<file path="src/pkg/srl_pkg.sv">
// Constants and types for the system register write lock
//
// Contract
// - Unlock only after key one then key two written back to back.
// - Stay unlocked until the key register gets a non-key value.
// - Any write elsewhere between the two keys cancels the attempt.
// - Key register reads 0 while locked, 1 while unlocked.
// - Lock guards the eight system control registers listed below.
// - Locked writes to guarded registers are dropped and flagged by a one-cycle write_dropped_out pulse.
`default_nettype none

package srl_pkg;

	localparam int          ADDR_W    = 8;
	localparam int          DATA_W    = 32;
	localparam int          NUM_PROT  = 8;

	localparam logic [31:0] KEY_FIRST  = 32'haa99_6655;
	localparam logic [31:0] KEY_SECOND = 32'h5566_99aa;

	// Register map, byte addresses on the plain register port
	localparam logic [7:0]  SYSTEM_UNLOCK_KEY_REG      = 8'h00;
	localparam logic [7:0]  PROT_BASE                  = 8'h10;
	localparam logic [7:0]  OSCILLATOR_CONTROL_REG     = 8'h10;
	localparam logic [7:0]  SYSTEM_PLL_CONTROL_REG     = 8'h14;
	localparam logic [7:0]  FAST_RC_TUNING_REG         = 8'h18;
	localparam logic [7:0]  MODULE_DISABLE_CONTROL_REG = 8'h1c;
	localparam logic [7:0]  SOFTWARE_RESET_REG         = 8'h20;
	localparam logic [7:0]  PIN_SELECT_CONFIG_REG      = 8'h24;
	localparam logic [7:0]  SLEEP_POWER_CONTROL_REG    = 8'h28;
	localparam logic [7:0]  CALENDAR_CONTROL_REG       = 8'h2c;
	localparam logic [7:0]  PROT_LAST                  = 8'h2c;

	localparam logic [31:0] PROT_RESET_VAL = 32'h0000_0000;
	localparam int          LOCK_BIT       = 0;

	typedef enum logic [2:0] {
		SRL_LOCKED    = 3'b001,
		SRL_KEY1_SEEN = 3'b010,
		SRL_UNLOCKED  = 3'b100
	} srl_state_t;

endpackage : srl_pkg

`default_nettype wire

</file>
<file path="src/rtl/srl_prot_reg.sv">
// One guarded 32-bit system control register
`default_nettype none

module srl_prot_reg
	import srl_pkg::*;
(
	input  wire logic              mclk_in,
	input  wire logic              rst_in,
	input  wire logic              wr_en_in,
	input  wire logic [DATA_W-1:0] wdata_in,
	output var  logic [DATA_W-1:0] value_out
);

	logic [DATA_W-1:0] value;
	logic [DATA_W-1:0] next_value;

	always_comb begin
		next_value = value;
		if (wr_en_in) begin
			next_value = wdata_in;
		end
	end

	always_ff @(posedge mclk_in) begin
		if (rst_in) begin
			value <= PROT_RESET_VAL;
		end else begin
			value <= next_value;
		end
	end

	assign value_out = value;

endmodule // srl_prot_reg

`default_nettype wire

</file>
<file path="src/rtl/srl_lock.sv">
// System register write lock with key sequence and guarded registers
`default_nettype none

module srl_lock
	import srl_pkg::*;
(
	input  wire logic              mclk_in,
	input  wire logic              rst_in,
	input  wire logic [ADDR_W-1:0] addr_in,
	input  wire logic [DATA_W-1:0] wdata_in,
	input  wire logic              wr_in,
	input  wire logic              rd_in,
	output var  logic [DATA_W-1:0] rdata_out,
	output var  logic              unlocked_out,
	output var  logic [DATA_W-1:0] prot_value_out [NUM_PROT],
	output var  logic              write_dropped_out
);

	function automatic logic is_prot(input logic [ADDR_W-1:0] a);
		return (a >= PROT_BASE) && (a <= PROT_LAST) && (a[1:0] == 2'b00);
	endfunction

	function automatic logic [2:0] prot_index(input logic [ADDR_W-1:0] a);
		logic [ADDR_W-1:0] off;
		off = a - PROT_BASE;
		return off[4:2];
	endfunction

	srl_state_t        state;
	srl_state_t        next_state;
	logic [DATA_W-1:0] rdata;
	logic [DATA_W-1:0] next_rdata;
	logic              dropped;
	logic              next_dropped;
	logic              key_wr;
	logic              prot_wr;
	logic              is_key_val;

	assign key_wr     = wr_in && (addr_in == SYSTEM_UNLOCK_KEY_REG);
	assign prot_wr    = wr_in && is_prot(addr_in);
	assign is_key_val = (wdata_in == KEY_FIRST) || (wdata_in == KEY_SECOND);

	// Key sequence tracker
	always_comb begin
		next_state = state;
		case (state)
			SRL_LOCKED: begin
				if (key_wr && wdata_in == KEY_FIRST) begin
					next_state = SRL_KEY1_SEEN;
				end
			end
			SRL_KEY1_SEEN: begin
				if (key_wr) begin
					if (wdata_in == KEY_SECOND) begin
						next_state = SRL_UNLOCKED;
					end else if (wdata_in == KEY_FIRST) begin
						next_state = SRL_KEY1_SEEN;
					end else begin
						next_state = SRL_LOCKED;
					end
				end else if (wr_in) begin
					next_state = SRL_LOCKED;
				end
			end
			SRL_UNLOCKED: begin
				// Repeating a key while open keeps it open, so retry loops are harmless
				if (key_wr && !is_key_val) begin
					next_state = SRL_LOCKED;
				end
			end
			default: begin
				next_state = SRL_LOCKED;
			end
		endcase
	end

	always_ff @(posedge mclk_in) begin
		if (rst_in) begin
			state <= SRL_LOCKED;
		end else begin
			state <= next_state;
		end
	end

	// Guarded registers take writes only while open
	genvar gi;
	generate
		for (gi = 0; gi < NUM_PROT; gi++) begin : g_prot
			logic wr_en;
			assign wr_en = prot_wr && (prot_index(addr_in) == 3'(gi))
				&& (state == SRL_UNLOCKED);
			srl_prot_reg u_reg (
				.mclk_in   (mclk_in),
				.rst_in    (rst_in),
				.wr_en_in  (wr_en),
				.wdata_in  (wdata_in),
				.value_out (prot_value_out[gi])
			);
		end
	endgenerate

	// Read data and drop indicator; unmapped reads return zero, data only after a read
	always_comb begin
		next_rdata   = '0;
		next_dropped = prot_wr && (state != SRL_UNLOCKED);
		if (rd_in) begin
			if (addr_in == SYSTEM_UNLOCK_KEY_REG) begin
				next_rdata[LOCK_BIT] = (state == SRL_UNLOCKED);
			end else if (is_prot(addr_in)) begin
				next_rdata = prot_value_out[prot_index(addr_in)];
			end
		end
	end

	always_ff @(posedge mclk_in) begin
		if (rst_in) begin
			rdata   <= '0;
			dropped <= 1'b0;
		end else begin
			rdata   <= next_rdata;
			dropped <= next_dropped;
		end
	end

	assign rdata_out         = rdata;
	assign write_dropped_out = dropped;
	assign unlocked_out      = (state == SRL_UNLOCKED);

	generate
		for (gi = 0; gi < NUM_PROT; gi++) begin : g_chk

		end
	endgenerate
endmodule // srl_lock

`default_nettype wire

</file>
<file path="config.mk">
export PLATFORM = sky130hd
export DESIGN_NAME = srl_lock
export DESIGN_NICKNAME = d
export VERILOG_FILES = /design/src/pkg/srl_pkg.sv /design/src/rtl/srl_prot_reg.sv /design/src/rtl/srl_lock.sv
export SDC_FILE = /design/constraint.sdc
export NUM_CORES = 1
export LEC_CHECK = 0
export BUFFER_PORTS_ARGS = -buffer_cell sky130_fd_sc_hd__buf_2
export CAP_MARGIN = 20
export CORE_MARGIN = 5
export CORE_UTILIZATION = 55
export DETAILED_ROUTE_END_ITERATION = 8
export MAX_ROUTING_LAYER = met4
export PLACE_DENSITY = 0.95
export SYNTH_ARGS = -nofsm -noshare
export SYNTH_HDL_FRONTEND = slang
export SYNTH_SLANG_ARGS = --single-unit
</file>
<file path="constraint.sdc">
create_clock -name mclk_in -period 4.45 [get_ports mclk_in]
set_clock_uncertainty 0.2 [all_clocks]
set_input_delay 0.89 -clock mclk_in [delete_from_list [all_inputs] [get_ports mclk_in]]
set_output_delay 0.89 -clock mclk_in [all_outputs]
set_load 0.005 [all_outputs]
</file>
==> qor.txt, run 1 <==
status - complete, no violations
Main synth FF type - dfxtp_1
Cell Area, Synth - 0.0120 sq mm
post-synth top area share - 48.7%
cells along the critical path - buf_2 > nor4_4 > nand4_1 > or3_2 > nand2_1 > a21oi_1
Buffers on Ports - 333
number of synthesized register bits - 292
CTS clk-pin slew, worst paths - 0.06 ns
Design Power - 5350 uW
GRT Total Usage - 33.7%
startpoint types - input port
# rows - 54
fin crit share - 68.4%
Max Fclk - 329 MHz
mean post-synth cell area - 8.57 sq um
share of layout cells above drive strength 1 - 29.0%
slowest CP cell - or3_2
largest net degree at the start of global routing - 133
power density cells - 365 mW/mm^2
post-route setup TNS - 0 ns
max-cap viol count - 0
root buf cell - clkbuf_16
Slew @ Worst Pin - 1.05 ns
RSZ-0062 raised after global routing - false
CP max stage delay - 0.97 ns
Routed Antenna Nets - 0
vias in the first global route - 11.8k
slew margin rel. - 29.7%
DRC - 0
WS Path Type - in -> reg
detail-routed via count per cell - 6.15
Unique masters post-synth - 32
part of the Yosys area used for sequential elements - 48.7%
I/O pin cnt - 334
pre-CTS setup slack - 0.884 ns
total number of vias - 11.9k
Setup Viol. Count Final - 0
number of flops mapped to enable cells by yosys - 0
layout overhead on the synthesized area - 22.4%
GP Congestion - 0.884
crit-path max FO - 32
cell taking the most area after synthesis - dfxtp_1
worst hold path class - reg -> reg
Crit path arrival time - 3.23 ns
hpwl dp - 27.5 mm
Final WS setup - 1.41 ns
Slew Viols, Final - 0
fillers - 1589
Hold Buf Count CTS - 0
DIE WIDTH - 158 um
most frequent cells after synthesis - nand2_1, dfxtp_1, a21oi_1
CTS max path bufs - 3
CTS buffer count - 29
Detailed Route WL - 42.5 mm
initial antenna violation count - 3
Syn. warnings - 0
H-Tree Depth - 1
Multi-input gate area - 0.00565 sq mm
syn nets - 1444
CP endpoint kind - flop
postcts setup bufs - 0
initial drt markers - 1378
nets - 1682
worst vdd ir - 0.000250 V
Leak - 0.00592 uW
Req. time, crit path - 4.64 ns
TritonCTS clock tree - built
Hold Vio Cnt, Final - 0
dominant cells by area after synthesis - dfxtp_1, nand2_1, mux4_2, a21oi_1, clkbuf_1
Avg WL per Cell - 21.9 um
die area - 0.0249 sq mm
top cell family by delay on the critical path - simple AND/OR/NAND/NOR gates
post-CTS sizing - 0
Reg area - 0.00585 sq mm
DRT Pass-1 Iters - 5
Die Y - 158 um
count leader, synth - nand2_1
Core ar. - 0.0216 sq mm
GRT Residual Overflow - 0
clk_lat worst skew - 0.53 ns
Num Clock Sinks - 292
Synth Instances - 1400
Final min period - 3.04 ns
first-pass GRT wire length - 64.3 mm
Async S/R FF share, synth - 0%
CP Buf/Inv Count - 1
initial core utilization - 55.5%
-- flip-flops by register name, indices dropped and copies added, names as in the netlist --
signal,flops
g_prot.u_reg.value_out,256
rdata_out,32
state,3
write_dropped_out,1
-- cell families (layout without fill, tap and decap cells) --
family                 after synthesis  count (layout)  share of synthesized area [%]
muxes                               95              95                           14.6
and+or+nand+nor                    607             607                           20.8
AOI/OAI and AO/OA                  266             266                           11.2
other                                0               3                              0
buffers and inverters              140             398                           4.66
DFF                                292             292                           48.7
-- power breakdown --
group          total, uW  internal (uW)  switching [uW]  leakage (uW)
Clock               2530           1510            1020      0.000490
Combinational        206           59.4             146       0.00308
Sequential          2620           2610            1.76       0.00235
Total               5350           4190            1170       0.00592
-- through the flow --
step           hold WS, ns  cell area [sq um]  util (%)  cells
6_report             0.266              14700      67.9   1941
4_1_cts              0.266              14700      67.8   1937
5_1_grt              0.289              14700      67.9   1941
2_1_floorplan        0.262              12000         -   1400
3_3_place_gp         0.250              13700      63.2   1886
3_5_place_dp         0.257              13700      63.2   1886
-- worst paths after layout --
check,cells past startpoint,slack [ns],start,endpoint
setup reg to reg,5,1.57,state[2],g_prot[0].u_reg.value_out[21]
hold reg to reg,2,0.27,g_prot[1].u_reg.value_out[15],g_prot[1].u_reg.value_out[15]
setup / recovery,6,1.41,addr_in[0],g_prot[0].u_reg.value_out[21]
hold / removal,2,0.27,g_prot[1].u_reg.value_out[15],g_prot[1].u_reg.value_out[15]
-- worst min-delay path, delay by kind of cell (launching register included) --
kind               cells  cell delay (ns)
DFF                    1             0.32
and+or+nand+nor        1             0.05
AOI/OAI and AO/OA      1             0.05
-- layer usage --
metal / global-route usage (%) / wire, um
met5: - / 0
met3: 6.10 / 4960
met1: 40.9 / 15100
met2: 53.0 / 20100
met4: 19.7 / 2440
-- layout make-up --
cell class	instances	share of cell area [%]
multi-input combinational	968	38.5
sequential	292	39.8
clock inverter	9	0.861
tap	280	2.39
antenna	3	0.0511
clock buffer	42	5.89
timing repair buffer	347	12.5
-- cell usage in the layout, fill, tap and decap left out, drive strengths merged, types with 2 or more instances in the layout --
master,n
nand2,516
buf,347
dfxtp,292
a21oi,260
mux4,64
nor2,43
clkbuf,42
mux2i,31
nor4bb,8
or2,7
nand4,6
nor4b,4
clkinv,4
nor3,4
diode,3
nand2b,3
and4b,3
o21ai,3
bufinv,3
nor4,3
nor2b,2
or3,2
nand4b,2
(Power assumes the default switching activity.)
==> inputs of run 2 (changes only) <==
CORE_UTILIZATION = 52   (was 55)
PLACE_DENSITY = 0.92   (was 0.95)
clock period = 3.11 ns   (was 4.45 ns; I/O delays follow)
==> qor.txt, run 2 (synthesized netlist as in run 1, its figures left out) <==
Leak - 0.00602 uW (was 0.00592 uW)
detail-routed via count per cell - 6.03 (was 6.15)
worst vdd ir - 0.000401 V (was 0.000250 V)
DRT Pass-1 Iters - 6 (was 5)
WHS Path Cells - 3 (was 2)
Core ar. - 0.0227 sq mm (was 0.0216 sq mm)
Detailed Route WL - 42.0 mm (was 42.5 mm)
total number of vias - 11.9k (about the same)
number of logic stages on the critical path including buffering - 5 (was 6)
slew margin rel. - 39.8% (was 29.7%)
Req. time, crit path - 3.30 ns (was 4.64 ns)
# rows - 55 (was 54)
DIE WIDTH - 162 um (was 158 um)
cells along the critical path - nor3b_4 > nand4_2 > or2_2 > nand2_1 > a21oi_1 (was buf_2 > nor4_4 > nand4_1 > or3_2 > nand2_1 > a21oi_1)
CP endpoint kind - flop (unchanged)
top cell family by delay on the critical path - simple AND/OR/NAND/NOR gates (unchanged)
Die Y - 162 um (was 158 um)
Slew Viols, Final - 0 (unchanged)
Final min period - 2.43 ns
Routed Antenna Nets - 0 (unchanged)
startpoint types - flop (was input port)
max-cap viol count - 0 (unchanged)
slowest CP cell - or2_2 (was or3_2)
fillers - 1718 (was 1589)
GRT Residual Overflow - 0 (unchanged)
first-pass GRT wire length - 64.3 mm (about the same)
TritonCTS clock tree - built (unchanged)
H-Tree Depth - 1 (unchanged)
RSZ-0062 raised after global routing - false (unchanged)
postcts setup bufs - 0 (unchanged)
share of layout cells above drive strength 1 - 29.7% (was 29.0%)
initial core utilization - 52.8% (was 55.5%)
Finished Core Util - 65.5% (was 67.9%)
clk_lat worst skew - 0.53 ns (about the same)
Buffers on Ports - 333 (unchanged)
vias in the first global route - 11.5k (was 11.8k)
CP Buf/Inv Count - 0 (was 1)
Hold Buf Count CTS - 0 (unchanged)
post-route setup TNS - 0 ns (unchanged)
initial antenna violation count - 2 (was 3)
crit-path max FO - 32 (unchanged)
fin crit share - 78.0%
initial drt markers - 1327 (was 1378)
Max Fclk - 412 MHz
Crit path arrival time - 2.62 ns (was 3.23 ns)
root buf cell - clkbuf_16 (unchanged)
I/O pin cnt - 334 (unchanged)
most frequent cells in the layout - nand2_1, buf_2, dfxtp_1 (unchanged)
CTS max path bufs - 3 (unchanged)
GRT Total Usage - 31.7% (was 33.7%)
Num Clock Sinks - 292 (unchanged)
GP Congestion - 0.902 (was 0.884)
Slew @ Worst Pin - 0.902 ns (was 1.05 ns)
Design Power - 7750 uW (was 5350 uW)
power density cells - 521 mW/mm^2 (was 365 mW/mm^2)
die area - 0.0262 sq mm (was 0.0249 sq mm)
Setup Viol. Count Final - 0 (unchanged)
Avg WL per Cell - 21.4 um (was 21.9 um)
worst hold path class - in -> reg (was reg -> reg)
R2R cell count - 5 (unchanged)
max reg flops - 256 (unchanged)
Hold Vio Cnt, Final - 0 (unchanged)
commonest non-fill, non-tap cell in the layout - nand2_1 (unchanged)
largest net degree at the start of global routing - 97 (was 133)
worst hold slack - 0.179 ns (was 0.266 ns)
DRC - 0 (unchanged)
CTS clk-pin slew, worst paths - 0.06 ns (about the same)
WS Path Type - reg -> reg (was in -> reg)
layout overhead on the synthesized area - 24.0% (was 22.4%)
nets - 1702 (was 1682)
status - complete, no violations (unchanged)
hpwl dp - 28.0 mm (was 27.5 mm)
CTS buffer count - 29 (unchanged)
CP max stage delay - 0.72 ns (was 0.97 ns)
post-CTS sizing - 0 (unchanged)
[run 2: where the power goes]
part | total [uW] | switching [uW] | leakage (uW) | internal, uW
sequential | 3740 | 2.54 | 0.00235 | 3740
combinational | 300 | 212 | 0.00318 | 88.1
clock | 3700 | 1450 | 0.000494 | 2260
total | 7750 | 1660 | 0.00602 | 6090
[run 2: worst paths after layout]
check	startpoint	end	slack, ns
worst max-delay path	state[2]	g_prot[5].u_reg.value_out[3]	0.68
worst min-delay path	wr_in	write_dropped_out	0.18
worst max register to register	state[2]	g_prot[5].u_reg.value_out[3]	0.68
worst min register to register	g_prot[2].u_reg.value_out[6]	g_prot[2].u_reg.value_out[6]	0.27
[run 2: cell type report]
cell class	instances	area, sq um	area share, %
Multi-Input combinational cell	968	5650	38.0
Clock inverter	8	149	1.00
Sequential cell	292	5850	39.3
Clock buffer	44	872	5.86
Tap cell	285	357	2.40
Antenna cell	2	5.00	0.0336
Timing Repair Buffer	367	2000	13.4
[run 2: through the flow]
stage | instance area, sq um | std cells | worst slack, ns
after floorplan | 12000 | 1400 | 0.711
after global placement | 13800 | 1912 | 0.305
after detailed placement | 13800 | 1912 | 0.231
after CTS | 14900 | 1964 | 0.687
after global routing | 14900 | 1966 | 0.533
final | 14900 | 1966 | 0.684
[run 2: worst reg2reg max path, cell delays in order (launching register included)]
cell and delay (ns):
dfxtp_1 0.37, nor3b_4 0.40, nand4_2 0.31, or2_2 0.72, nand2_1 0.22, a21oi_1 0.08
[run 2: metal layers]
| layer | part of all wire, % | track usage [%] |
|---|---|---|
| met2 | 48 | 50.2 |
| met4 | 4.7 | 14.6 |
| met3 | 11 | 5.58 |
| met5 | 0 | - |
| met1 | 37 | 39.8 |
